`config.mk`:
```
export PLATFORM = sky130hd
export DESIGN_NAME = irq_enable_priority_ctrl
export DESIGN_NICKNAME = d
export VERILOG_FILES = /design/src/irq_pkg.sv /design/src/ext_trigger.sv /design/src/prio_select.sv /design/src/irq_enable_priority_ctrl.sv
export SDC_FILE = /design/constraint.sdc
export NUM_CORES = 1
export LEC_CHECK = 0
export ABC_AREA = 0
export BUFFER_PORTS_ARGS = -buffer_cell sky130_fd_sc_hd__buf_2
export CAP_MARGIN = 15
export CORE_ASPECT_RATIO = 0.5
export CORE_MARGIN = 10
export CORE_UTILIZATION = 49
export CTS_BUF_LIST = sky130_fd_sc_hd__clkbuf_4 sky130_fd_sc_hd__clkbuf_8
export DETAILED_ROUTE_END_ITERATION = 8
export GPL_TIMING_DRIVEN = 1
export HOLD_SLACK_MARGIN = 0.02
export PLACE_DENSITY_LB_ADDON = 0.08
export SYNTH_ARGS = -nofsm -noshare
export SYNTH_HDL_FRONTEND = slang
export SYNTH_SLANG_ARGS = --single-unit
export TNS_END_PERCENT = 50
```
`constraint.sdc`:
```
create_clock -name pclk -period 2.3 [get_ports pclk]
set_input_delay 0.23 -clock pclk [delete_from_list [all_inputs] [get_ports pclk]]
set_output_delay 0.23 -clock pclk [all_outputs]
set_load 0.01 [all_outputs]
```
`src/irq_pkg.sv`:
```
/*
  constants, register map and field positions of the interrupt enable,
  priority and external request block.
  assumes an apb slave with 32-bit data, one word per register.
*/
package irq_pkg;
  localparam int NSRC = 6;
  localparam logic [11:0] ADDR_GATE = 12'h000;
  localparam logic [11:0] ADDR_LEVEL = 12'h004;
  localparam logic [11:0] ADDR_CTRL = 12'h008;
  localparam logic [11:0] ADDR_STAT = 12'h00c;
  localparam logic [11:0] ADDR_MASK = 12'h010;
  localparam logic [7:0] GATE_RST = 8'h00;
  localparam logic [7:0] LEVEL_RST = 8'h00;
  localparam logic [7:0] CTRL_RST = 8'h00;
  localparam logic [7:0] GATE_WMASK = 8'hbf;
  localparam logic [7:0] LEVEL_WMASK = 8'h3f;
  localparam int GLOBAL_BIT = 7;
  localparam int SRC_EXT0 = 0;
  localparam int SRC_TMR0 = 1;
  localparam int SRC_EXT1 = 2;
  localparam int SRC_TMR1 = 3;
  localparam int SRC_SER = 4;
  localparam int SRC_TMR2 = 5;
  localparam int CTL_TF1 = 7;
  localparam int CTL_RUN1 = 6;
  localparam int CTL_TF0 = 5;
  localparam int CTL_RUN0 = 4;
  localparam int CTL_X1F = 3;
  localparam int CTL_X1E = 2;
  localparam int CTL_X0F = 1;
  localparam int CTL_X0E = 0;
  localparam logic [7:0] CTRL_SW_MASK = 8'h55;
  localparam int STAT_VEC = 0;
  localparam int STAT_ERR = 1;
  localparam logic [15:0] VEC_BASE = 16'h0003;
  localparam logic [15:0] VEC_STEP = 16'h0008;

  // fixed order within a level: lowest source index wins
  function automatic logic [2:0] first_set(input logic [NSRC-1:0] req);
    first_set = 3'd7;
    for (int i = NSRC - 1; i >= 0; i--) begin
      if (req[i]) begin
        first_set = 3'(i);
      end
    end
  endfunction : first_set

  function automatic logic [15:0] vec_of(input logic [2:0] src);
    vec_of = VEC_BASE + 16'(src) * VEC_STEP;
  endfunction : vec_of
endpackage : irq_pkg

```
`src/ext_trigger.sv`:
```
/*
  one external request channel: falling edge latch or low level follower.
  assumes the pin is already synchronous to pclk.
*/
`timescale 1ns/1ps
module ext_trigger
  import irq_pkg::*;
(
  input wire logic pclk,
  input wire logic presetn,
  input wire logic pin_n,
  input wire logic edge_sel,
  input wire logic ack,
  output logic req_flag
);
  logic pin_d_ff;
  logic fall;

  always_ff @(posedge pclk or negedge presetn) begin
    if (!presetn) begin
      pin_d_ff <= 1'b1;
    end else begin
      pin_d_ff <= pin_n;
    end
  end

  assign fall = pin_d_ff & ~pin_n;

  // set wins over the vectoring clear
  always_ff @(posedge pclk or negedge presetn) begin
    if (!presetn) begin
      req_flag <= 1'b0;
    end else if (!edge_sel) begin
      req_flag <= ~pin_n;
    end else if (fall) begin
      req_flag <= 1'b1;
    end else if (ack) begin
      req_flag <= 1'b0;
    end
  end

  chk_level_follow: assert property (@(posedge pclk) disable iff (!presetn)
      !edge_sel ##1 !$past(edge_sel) |-> req_flag == !$past(pin_n))
    else $error("level mode request does not follow pin");
  chk_edge_latch: assert property (@(posedge pclk) disable iff (!presetn)
      edge_sel && fall |=> req_flag)
    else $error("falling edge not latched");
endmodule : ext_trigger

```
`src/prio_select.sv`:
```
/*
  two level priority pick with fixed order inside each level.
  assumes request and level vectors are registered upstream.
*/
`timescale 1ns/1ps
module prio_select
  import irq_pkg::*;
(
  input wire logic [NSRC-1:0] req,
  input wire logic [NSRC-1:0] level,
  output logic pick_valid,
  output logic pick_high,
  output logic [2:0] pick_src
);
  logic [NSRC-1:0] hi_req;
  logic [NSRC-1:0] lo_req;

  assign hi_req = req & level;
  assign lo_req = req & ~level;

  always_comb begin
    pick_valid = |req;
    pick_high = |hi_req;
    if (|hi_req) begin
      pick_src = first_set(hi_req);
    end else begin
      pick_src = first_set(lo_req);
    end
  end
endmodule : prio_select

```
`src/irq_enable_priority_ctrl.sv`:
```
/*
  apb register block plus interrupt request, priority and vectoring logic.
  assumes the core pulses vec_take when it accepts vec_addr, and ret_pulse
  on return from a service routine; source inputs are pclk synchronous.
*/
`timescale 1ns/1ps
module irq_enable_priority_ctrl
  import irq_pkg::*;
(
  input wire logic pclk,
  input wire logic presetn,
  input wire logic psel,
  input wire logic penable,
  input wire logic pwrite,
  input wire logic [11:0] paddr,
  input wire logic [31:0] pwdata,
  output logic [31:0] prdata,
  output logic pready,
  output logic pslverr,
  input wire logic ext0_pin_n,
  input wire logic ext1_pin_n,
  input wire logic tmr0_ovf,
  input wire logic tmr1_ovf,
  input wire logic receive_done,
  input wire logic transmit_done,
  input wire logic tmr2_wrap_flag,
  input wire logic tmr2_ext_flag,
  input wire logic vec_take,
  input wire logic ret_pulse,
  output logic cpu_irq_req,
  output logic [15:0] vec_addr,
  output logic tmr0_run,
  output logic tmr1_run,
  output logic irq_out
);
  typedef enum logic [1:0] {IDLE, OFFERED} vec_state_t;

  logic [7:0] gate_ff;
  logic [7:0] level_ff;
  logic [7:0] ctrl_sw_ff;
  logic tf0_ff;
  logic tf1_ff;
  logic [1:0] stat_ff;
  logic [1:0] mask_ff;
  logic act_hi_ff;
  logic act_lo_ff;
  vec_state_t st_ff;
  logic [2:0] src_ff;
  logic x0_flag;
  logic x1_flag;
  logic [NSRC-1:0] pend;
  logic [NSRC-1:0] req;
  logic pick_valid;
  logic pick_high;
  logic [2:0] pick_src;
  logic allowed;
  logic wr;
  logic rd;
  logic [7:0] ctrl_view;
  logic take;
  logic [NSRC-1:0] ack;
  logic [31:0] nxt_rdata;
  logic nxt_err;

  // a write lands only at the edge that completes the transfer
  assign wr = psel & penable & pwrite & pready;
  assign rd = psel & penable & ~pwrite;
  assign take = (st_ff == OFFERED) & vec_take;

  // one-hot clear of the source being vectored
  genvar g;
  generate
    for (g = 0; g < NSRC; g++) begin : g_ack
      assign ack[g] = take && (src_ff == 3'(g));
    end
  endgenerate

  ext_trigger u_ext0 (
    .pclk(pclk),
    .presetn(presetn),
    .pin_n(ext0_pin_n),
    .edge_sel(ctrl_sw_ff[CTL_X0E]),
    .ack(ack[SRC_EXT0]),
    .req_flag(x0_flag)
  );

  ext_trigger u_ext1 (
    .pclk(pclk),
    .presetn(presetn),
    .pin_n(ext1_pin_n),
    .edge_sel(ctrl_sw_ff[CTL_X1E]),
    .ack(ack[SRC_EXT1]),
    .req_flag(x1_flag)
  );

  // serial and timer 2 flags are cleared by software in their own units
  assign pend[SRC_EXT0] = x0_flag;
  assign pend[SRC_TMR0] = tf0_ff;
  assign pend[SRC_EXT1] = x1_flag;
  assign pend[SRC_TMR1] = tf1_ff;
  assign pend[SRC_SER] = receive_done | transmit_done;
  assign pend[SRC_TMR2] = tmr2_wrap_flag | tmr2_ext_flag;

  // bit 6 never reaches a source, so a reserved one stays inert
  assign req = pend & gate_ff[NSRC-1:0] & {NSRC{gate_ff[GLOBAL_BIT]}};

  prio_select u_prio (
    .req(req),
    .level(level_ff[NSRC-1:0]),
    .pick_valid(pick_valid),
    .pick_high(pick_high),
    .pick_src(pick_src)
  );

  // high may preempt low only; nothing preempts high
  assign allowed = pick_valid && !act_hi_ff && (pick_high || !act_lo_ff);

  always_ff @(posedge pclk or negedge presetn) begin
    if (!presetn) begin
      gate_ff <= GATE_RST;
      level_ff <= LEVEL_RST;
      ctrl_sw_ff <= CTRL_RST;
      mask_ff <= 2'b00;
    end else if (wr) begin
      if (paddr == ADDR_GATE) begin
        gate_ff <= pwdata[7:0] & GATE_WMASK;
      end
      if (paddr == ADDR_LEVEL) begin
        level_ff <= pwdata[7:0] & LEVEL_WMASK;
      end
      if (paddr == ADDR_CTRL) begin
        ctrl_sw_ff <= pwdata[7:0] & CTRL_SW_MASK;
      end
      if (paddr == ADDR_MASK) begin
        mask_ff <= pwdata[1:0];
      end
    end
  end

  // hardware set wins over vectoring clear and software write
  always_ff @(posedge pclk or negedge presetn) begin
    if (!presetn) begin
      tf0_ff <= 1'b0;
      tf1_ff <= 1'b0;
    end else begin
      if (tmr0_ovf) begin
        tf0_ff <= 1'b1;
      end else if (ack[SRC_TMR0]) begin
        tf0_ff <= 1'b0;
      end else if (wr && paddr == ADDR_CTRL) begin
        tf0_ff <= pwdata[CTL_TF0];
      end
      if (tmr1_ovf) begin
        tf1_ff <= 1'b1;
      end else if (ack[SRC_TMR1]) begin
        tf1_ff <= 1'b0;
      end else if (wr && paddr == ADDR_CTRL) begin
        tf1_ff <= pwdata[CTL_TF1];
      end
    end
  end

  // offer a vector, update it to the current pick until the core takes it or it is withdrawn
  always_ff @(posedge pclk or negedge presetn) begin
    if (!presetn) begin
      st_ff <= IDLE;
      src_ff <= 3'd0;
      cpu_irq_req <= 1'b0;
      vec_addr <= 16'h0000;
    end else begin
      case (st_ff)
        IDLE: begin
          if (allowed) begin
            st_ff <= OFFERED;
            src_ff <= pick_src;
            cpu_irq_req <= 1'b1;
            vec_addr <= vec_of(pick_src);
          end
        end
        OFFERED: begin
          if (vec_take || !allowed) begin
            st_ff <= IDLE;
            cpu_irq_req <= 1'b0;
          end else begin
            src_ff <= pick_src;
            vec_addr <= vec_of(pick_src);
          end
        end
        default: begin
          st_ff <= IDLE;
          cpu_irq_req <= 1'b0;
        end
      endcase
    end
  end

  // service-in-progress tracking, one nesting level per priority
  always_ff @(posedge pclk or negedge presetn) begin
    if (!presetn) begin
      act_hi_ff <= 1'b0;
      act_lo_ff <= 1'b0;
    end else if (take) begin
      if (level_ff[src_ff]) begin
        act_hi_ff <= 1'b1;
      end else begin
        act_lo_ff <= 1'b1;
      end
    end else if (ret_pulse) begin
      if (act_hi_ff) begin
        act_hi_ff <= 1'b0;
      end else begin
        act_lo_ff <= 1'b0;
      end
    end
  end

  // block events: vectoring and a read or write to an unmapped address
  always_ff @(posedge pclk or negedge presetn) begin
    if (!presetn) begin
      stat_ff <= 2'b00;
    end else begin
      for (int i = 0; i < 2; i++) begin
        if ((i == STAT_VEC && take) || (i == STAT_ERR && nxt_err && psel && penable)) begin
          stat_ff[i] <= 1'b1;
        end else if (wr && paddr == ADDR_STAT && pwdata[i]) begin
          stat_ff[i] <= 1'b0;
        end
      end
    end
  end

  assign ctrl_view = {tf1_ff, ctrl_sw_ff[CTL_RUN1], tf0_ff, ctrl_sw_ff[CTL_RUN0],
                      x1_flag, ctrl_sw_ff[CTL_X1E], x0_flag, ctrl_sw_ff[CTL_X0E]};

  always_comb begin
    nxt_rdata = 32'h0000_0000;
    nxt_err = 1'b0;
    case (paddr)
      ADDR_GATE: nxt_rdata = {24'h00_0000, gate_ff};
      ADDR_LEVEL: nxt_rdata = {24'h00_0000, level_ff};
      ADDR_CTRL: nxt_rdata = {24'h00_0000, ctrl_view};
      ADDR_STAT: nxt_rdata = {30'h0000_0000, stat_ff};
      ADDR_MASK: nxt_rdata = {30'h0000_0000, mask_ff};
      default: nxt_err = 1'b1;
    endcase
  end

  // one wait state: answer registered during the first access cycle
  always_ff @(posedge pclk or negedge presetn) begin
    if (!presetn) begin
      pready <= 1'b0;
      pslverr <= 1'b0;
      prdata <= 32'h0000_0000;
    end else begin
      pready <= psel & penable & ~pready;
      pslverr <= psel & penable & ~pready & nxt_err;
      if (rd && !pready) begin
        prdata <= nxt_rdata;
      end
    end
  end

  always_ff @(posedge pclk or negedge presetn) begin
    if (!presetn) begin
      tmr0_run <= 1'b0;
      tmr1_run <= 1'b0;
      irq_out <= 1'b0;
    end else begin
      tmr0_run <= ctrl_sw_ff[CTL_RUN0];
      tmr1_run <= ctrl_sw_ff[CTL_RUN1];
      irq_out <= |(stat_ff & mask_ff);
    end
  end

  chk_gate_blocks: assert property (@(posedge pclk) disable iff (!presetn)
      !gate_ff[GLOBAL_BIT] |=> !cpu_irq_req)
    else $error("request offered with global gate clear");
  chk_enable_blocks: assert property (@(posedge pclk) disable iff (!presetn)
      allowed && st_ff == IDLE |-> gate_ff[pick_src])
    else $error("disabled source picked");
  chk_no_preempt: assert property (@(posedge pclk) disable iff (!presetn)
      act_hi_ff |=> !cpu_irq_req)
    else $error("high service preempted");
  chk_same_level: assert property (@(posedge pclk) disable iff (!presetn)
      act_lo_ff && st_ff == IDLE && !(|(req & level_ff[NSRC-1:0])) |=> !cpu_irq_req)
    else $error("low service preempted by low request");
  chk_tf0_clear: assert property (@(posedge pclk) disable iff (!presetn)
      ack[SRC_TMR0] && !tmr0_ovf |=> !tf0_ff)
    else $error("timer 0 flag not cleared on vectoring");
  chk_tf1_set: assert property (@(posedge pclk) disable iff (!presetn)
      tmr1_ovf |=> tf1_ff)
    else $error("timer 1 flag not set on overflow");
  chk_vec_addr: assert property (@(posedge pclk) disable iff (!presetn)
      cpu_irq_req |-> vec_addr == {10'h000, src_ff, 3'h3})
    else $error("vector address mismatch");
  chk_fixed_order: assert property (@(posedge pclk) disable iff (!presetn)
      st_ff == IDLE && allowed && req[SRC_EXT0] && level_ff[SRC_EXT0] |=> src_ff == 3'd0)
    else $error("ext0 not first in its level");
  chk_run_route: assert property (@(posedge pclk) disable iff (!presetn)
      ##1 tmr0_run == $past(ctrl_sw_ff[CTL_RUN0]))
    else $error("run bit not routed");
  chk_reserved: assert property (@(posedge pclk) disable iff (!presetn)
      !gate_ff[6] && level_ff[7:6] == 2'b00)
    else $error("reserved bit set");
endmodule : irq_enable_priority_ctrl

```
==> metrics.md, run 1 <==
| Metric | Value |
|---|---|
| Capturing point of the worst reg2reg path | src_ff[1] |
| Required @ worst endpoint | 2480 ps |
| Die height | 71.7 um |
| Worst Setup End Kind | flop |
| Post-DP HPWL | 5.05 mm |
| First-pass GRT wire length | 10.1 mm |
| Period utilization | 0.864 |
| RSZ-0062 raised after global routing | false |
| Finished Core Util | 0.588 |
| FF+latch count, synth | 47 |
| # DRC | 0 |
| Max IR drop VDD | 0.000382 V |
| Die Area | 8850 um2 |
| Synth area leaders | dfrtp_1 (43%), buf_4 (11%), mux2_2 (9.0%) |
| Primary FF master, synth | dfrtp_1 |
| H-tree levels | 2 |
| Slew headroom | 0.578 |
| All-Layer GR Usage | 0.143 |
| GRT met2 Usage | 0.221 |
| Fill cells | 464 |
| GR Layer Usage met1 | 0.193 |
| Layout cells sized above 1 | 0.332 |
| Cell family with most CP delay | compound AO/OA/AOI/OAI gates |
| Synth cell types | 45 |
| Number of global-route vias before repair | 2001 |
| Final nets | 365 |
| Final setup violation count | 0 |
| Drt initial violations | 115 |
| Largest net degree at the start of global routing | 48 |
| Cell depth of the worst hold path | 1 |
| Row count | 18 |
| Routed vias | 1958 |
| Min Clock Period, post-route | 1990 ps |
| Placed cells | 367 |
| Hold Crit Class | input port to flop |
| Core footprint | 5040 um2 |
| Setup TNS Final | 0 ps |
| Status | finished clean |
| Antenna diodes | 0 |
| Initial Util | 0.519 |
| WHS Endpoint | u_ext1.pin_d_ff |
| Avg Inst Size Synth | 10.6 um2 |
| Hold_sp | ext1_pin_n |
| Post-synthesis sequential area ratio | 0.450 |
| Slew Limit Fails | 0 |
| Detail Route Antenna Nets | 0 |
| Die width | 123 um |
| Worst stage delay on the critical path | 620 ps |
| Pwr Total | 1.44 mW |
| CP bufs+invs | 1 |
| Post-CTS setup-driven buffer insertion count | 0 |
| Top cell type's share of synthesized area | 0.430 |
| Clock-pin transition on the worst setup and hold timing paths | 80 ps |
| Max Cap Viol | 0 |
| Top-count cell post-synth | dfrtp_1 |
| Area Overhead vs Synth | 13.2% |
| Fmax | 503 MHz |
| Synth cell count leaders | dfrtp_1 (45), buf_4 (37), mux2_2 (21), nand2_1 (21), nor2_1 (13) |
| Worst slew pin tran | 624 ps |
| Clk_skew | 2.49 ps |
| R2R depth | 5 |
| Top Usage Layer GRT | met2 |
| Asr flop ratio synth | 1.00 |
| Final hold vios | 0 |
| Final wirelength | 6.36 mm |
| Total I/O pin count | 113 |
| Origin of the critical flop-to-flop path | gate_ff[7] |
| Area of the mapped netlist | 2620 um2 |
| CP Class | flop to flop |
| Leakage | 1.49 nW |
| Number of synthesized flops with an enable pin | 0 |
| Fin cells | 377 |
| Cells along the critical path | o211ai_1, o21ai_0, o311ai_1, inv_1, a2bb2oi_1 |
| Port Buffers | 53 |
| DR pass1 iterations | 4 |
| Clk buf depth | 2 |
| CTS root buf | clkbuf_8 |
| Gr ovfl total | 0 |
| Clk sinks | 47 |
| Vias per inst | 5.19 |
| Post-synthesis cell count | 246 |
| CTS tree | built |
| Crit-path slowest cell | o311ai_1 |
| CP Launch Type | flop |
| Yosys top cell by area | dfrtp_1 |
| Skew-Pair Late Insertion Delay | 290 ps |
| R2r setup slk | 310 ps |
| Wire length per cell | 16.9 um |
| CTS buffer count | 5 |
| Power Density | 487 nW/um2 |
| Yosys warning total | 0 |
| Met3 Usage GRT | 0.0438 |
| Antenna violations before repair | 0 |
| Gpl congestion | 0.845 |
| CP Max Fanout | 11 |
| CP Data Arrival Time | 2170 ps |
==> layer usage <==
| layer | vias up | part of all wire |
|---|---|---|
| li1 | 943 | - |
| met1 | 931 | 0.47 |
| met5 | - | 0 |
| met4 | 0 | 0.0058 |
| met3 | 5 | 0.099 |
| met2 | 79 | 0.42 |
==> registers in the layout (all words and copies together), names as in the netlist, 2 cells and up <==
| register | count |
|---|---|
| mask_ff | 2 |
| level_ff | 6 |
| src_ff | 3 |
| gate_ff | 7 |
| prdata | 8 |
| ctrl_sw_ff | 4 |
| stat_ff | 2 |
==> stage by stage <==
step | hold slack, ps | worst slack (ps) | area [um2]
after detailed placement | 231 | 211 | 2860
after floorplan | -65.6 | 501 | 2750
after global routing | 20.8 | 128 | 2960
after CTS | 26.6 | 342 | 2950
final | 33.6 | 312 | 2960
after global placement | 227 | 221 | 2860
==> repair_timing <==
item	4_1_cts	5_1_grt
resized for setup	0	0
hold endpoints to repair	45	1
hold buffers	1	1
==> layout make-up <==
class | count | area (um2) | share of cell area
clock inverters | 3 | 15.0 | 0.00507
repair buffers | 63 | 358 | 0.121
flip-flops and latches | 47 | 1180 | 0.398
inverters | 4 | 15.0 | 0.00507
well taps | 70 | 87.6 | 0.0295
multi-input cells | 185 | 1240 | 0.419
clock buffers | 5 | 68.8 | 0.0232
==> report_power, final <==
| part | internal, mW | total, mW | leakage (nW) | switching (mW) |
|---|---|---|---|---|
| Clock | 0.209 | 0.482 | 0.0477 | 0.273 |
| Sequential | 0.832 | 0.837 | 0.623 | 0.00462 |
| Combinational | 0.0414 | 0.126 | 0.819 | 0.0849 |
| Total | 1.08 | 1.44 | 1.49 | 0.363 |
==> cell families after synthesis <==
kind of cell,count (synthesis),synth area share
simple gates,73,0.168
other cells,1,0.00143
buf+inv,48,0.125
flops,47,0.450
compound gates,45,0.119
mux,32,0.137
==> cell usage in the layout (no fill, tap or decap), drive strengths merged, types with 2 or more instances in the layout <==
cell         count
nand2           21
clkbuf           5
a31oi            2
o22a             2
buf             61
mux2i           10
nand3            4
a21oi            6
a22oi            4
nand4           10
a22o             2
nor2            13
nor3             5
nand2b           2
nand4b           2
or2              2
dlygate4sd3      2
inv              4
conb            35
dfstp            2
o211ai           3
o31ai            6
mux2            21
clkinv           3
and4b            3
dfrtp           45
nor2b            4
o22ai            2
o21ai            9
nor4             3
==> how the worst max path moves through the flow <==
stage | endpoint | start | cells after the start | slack [ps]
after floorplan | tf1_ff | pready | 4 | 500
after global placement | tf1_ff | paddr[10] | 7 | 220
after detailed placement | tf1_ff | paddr[10] | 7 | 210
after CTS | src_ff[1] | gate_ff[7] | 5 | 340
after global routing | src_ff[1] | gate_ff[7] | 5 | 130
final | src_ff[1] | gate_ff[7] | 5 | 310
(Power assumes the default switching activity.)
==> inputs of run 2 (changes only) <==
ABC_AREA = 1   (was 0)
CORE_UTILIZATION = 50   (was 49)
PLACE_DENSITY = 0.81   (was not set)
PLACE_DENSITY_LB_ADDON = not set   (was 0.08)
==> metrics.md, run 2 <==
| Metric | Value |
|---|---|
| Status | finished clean |
| Clk_skew | 6.72 ps (+4.24 ps) |
| Clk buf depth | 2 (unchanged) |
| CP Max Fanout | 12 (+1) |
| Area of the mapped netlist | 2940 um2 (+12%) |
| Number of synthesized flops with an enable pin | 0 (unchanged) |
| CTS buffer count | 5 (unchanged) |
| Layout cells sized above 1 | 0.254 (-0.0781) |
| Final hold vios | 0 (unchanged) |
| Min Clock Period, post-route | 1820 ps (-167 ps) |
| Asr flop ratio synth | 1.00 (unchanged) |
| Routed vias | 2504 (+28%) |
| WHS Endpoint | u_ext0.pin_d_ff |
| Detail Route Antenna Nets | 0 (unchanged) |
| DR pass1 iterations | 4 (unchanged) |
| Top cell type's share of synthesized area | 0.383 (-0.0467) |
| H-tree levels | 2 (unchanged) |
| Gpl congestion | 0.912 (+7.9%) |
| Vias per inst | 5.11 (-1.6%) |
| Largest net degree at the start of global routing | 48 (unchanged) |
| Avg Inst Size Synth | 8.14 um2 (-24%) |
| Max IR drop VDD | 0.000325 V (-15%) |
| Synth cell types | 43 (-4.4%) |
| Period utilization | 0.792 (-0.0724) |
| Cell depth of the worst hold path | 1 (unchanged) |
| Required @ worst endpoint | 2480 ps (about the same) |
| Top-count cell post-synth | nand2_1 |
| Clock-pin transition on the worst setup and hold timing paths | 90 ps (about the same) |
| Yosys warning total | 0 (unchanged) |
| Fin Hold WS | 23.3 ps (-10.3 ps) |
| Commonest non-fill, non-tap cells in the layout | nand2_1 (70), buf_2 (53), dfrtp_1 (45) |
| Max Cap Viol | 0 (unchanged) |
| RSZ-0062 raised after global routing | false |
| Drt initial violations | 175 (+52%) |
| CP Class | flop to flop |
| CP Data Arrival Time | 2000 ps (-170 ps) |
| Worst slew pin tran | 679 ps (+55.1 ps) |
| Met3 Usage GRT | 0.0504 (+0.00657) |
| Worst Setup End Kind | flop |
| Core footprint | 5590 um2 (+11%) |
| First-pass GRT wire length | 11.4 mm (+12%) |
| Hold_sp | ext0_pin_n |
| Setup TNS Final | 0 ps (unchanged) |
| All-Layer GR Usage | 0.148 (+0.00456) |
| Power Density | 502 nW/um2 (+2.9%) |
| Final nets | 475 (+30%) |
| Initial Util | 0.526 (+0.00677) |
| Area Overhead vs Synth | 10.3% |
| Number of flip-flops under the largest register name | 8 (unchanged) |
| FF+latch count, synth | 47 (unchanged) |
| Skew-Pair Late Insertion Delay | 310 ps (+20 ps) |
| Regs by FF count | prdata (8), gate_ff (7), level_ff (6) |
| Final wirelength | 7.20 mm (+13%) |
| Post-synthesis cell count | 361 (+47%) |
| Port Buffers | 53 (unchanged) |
| GR Layer Usage met1 | 0.188 (-0.00476) |
| Leakage | 1.76 nW (+18%) |
| Hold Crit Class | input port to flop |
| CP Launch Type | flop |
| Slew headroom | 0.546 (-0.0314) |
| Slew Limit Fails | 0 (unchanged) |
| Origin of the critical flop-to-flop path | pready |
| CTS root buf | clkbuf_8 |
| R2r setup slk | 480 ps (+170 ps) |
| Die Area | 9530 um2 (+7.7%) |
| CTS tree | built |
| Primary FF master, synth | dfrtp_1 |
| Yosys top cell by area | dfrtp_1 |
| Gr ovfl total | 0 (unchanged) |
| R2R depth | 5 (unchanged) |
| Most flop-heavy register | prdata |
| Clk sinks | 47 (unchanged) |
| Wire length per cell | 14.7 um (-13%) |
| Row count | 19 (+1) |
| # DRC | 0 (unchanged) |
| Fmax | 549 MHz (+9.1%) |
| Total I/O pin count | 113 (unchanged) |
| Antenna violations before repair | 0 (unchanged) |
| Synth cell count leaders | nand2_1 (70), dfrtp_1 (45), nand3_1 (40) |
| Antenna diodes | 0 (unchanged) |
| Top Usage Layer GRT | met2 |
| # resized after CTS | 0 (unchanged) |
| Number of global-route vias before repair | 2422 (+21%) |
| Pwr Total | 1.63 mW (+13%) |
| Final setup violation count | 0 (unchanged) |
| Most common cell after layout, fill and taps aside | nand2_1 |
| Capturing point of the worst reg2reg path | level_ff[1] |
| Critical Path Start | pready |
| GRT met2 Usage | 0.231 (+0.0102) |
| Die height | 74.2 um (+3.5%) |
| Die width | 128 um (+4.1%) |
| Post-DP HPWL | 5.55 mm (+9.9%) |
| Synth area leaders | dfrtp_1 (38%), buf_4 (9.7%), nand2_1 (8.9%) |
| Post-synthesis sequential area ratio | 0.401 (-0.0489) |
==> run 2: cell count changes after synthesis, moves of 6 or more <==
| cell | before | now |
|---|---|---|
| o21ai_1 | 0 | 8 |
| mux2i_1 | 10 | 0 |
| nor2_1 | 13 | 27 |
| clkbuf_1 | 6 | 0 |
| nand2_2 | 0 | 8 |
| inv_1 | 4 | 38 |
| o21ai_2 | 0 | 8 |
| nand3_1 | 4 | 40 |
| nor2_2 | 0 | 6 |
| nand3_2 | 0 | 6 |
| mux2_2 | 21 | 1 |
| nand2_1 | 21 | 70 |
==> run 2: repair_timing <==
item | CTS | global route
hold buffers | 2 | 0
endpoints found under the hold margin | 46 | 0
setup buffers | 0 | 0
==> run 2: metal layers <==
| layer | part of all wire | vias up |
|---|---|---|
| li1 | - | 1214 |
| met1 | 0.42 | 1164 |
| met2 | 0.43 | 115 |
| met3 | 0.13 | 11 |
| met4 | 0.018 | 0 |
| met5 | 0 | - |
==> run 2: kinds of logic after synthesis <==
| group | share of synthesized area |
|---|---|
| AOI/OAI and AO/OA | 0.0941 |
| buffers and inverters | 0.167 |
| DFF | 0.401 |
| muxes | 0.00894 |
| other | 0.00128 |
| and+or+nand+nor | 0.327 |
==> run 2: worst max-delay path, cell delays in order, from the launching register on <==
cell and delay (ps):
dfrtp_1 440, nand2_1 90, nor2_2 250, nand3_1 540
nand2_1 280, o21ai_2 80
==> run 2: metrics by stage <==
stage | cell area, um2 | setup slack [ps] | util | instances
2_1_floorplan | 3070 | 944 | - | 395
3_3_place_gp | 3100 | 564 | 0.555 | 480
3_5_place_dp | 3100 | 534 | 0.555 | 480
4_1_cts | 3240 | 528 | 0.580 | 490
5_1_grt | 3240 | 396 | 0.580 | 490
6_report | 3240 | 479 | 0.580 | 490
==> run 2: report_power, final <==
group / leakage, nW / switching [mW] / internal, mW
Sequential: 0.619 / 0.00942 / 0.839
Clock: 0.0612 / 0.279 / 0.352
Combinational: 1.08 / 0.101 / 0.0466
==> run 2: worst max-delay path by stage <==
stage,slack (ps),cells past startpoint,end
5_1_grt,400,10,src_ff[2]
3_5_place_dp,530,7,level_ff[1]
4_1_cts,530,5,level_ff[1]
6_report,480,5,level_ff[1]
3_3_place_gp,560,7,level_ff[4]
2_1_floorplan,940,9,vec_addr[1]
==> run 2: final cells by class <==
cell class              count  area [um2]
well taps                  73        91.3
clock buffers               6        82.6
clock inverters             2        35.0
multi-input cells         266        1400
inverters                  40         153
flip-flops and latches     47        1180
repair buffers             56         305
fillers                   513        2350
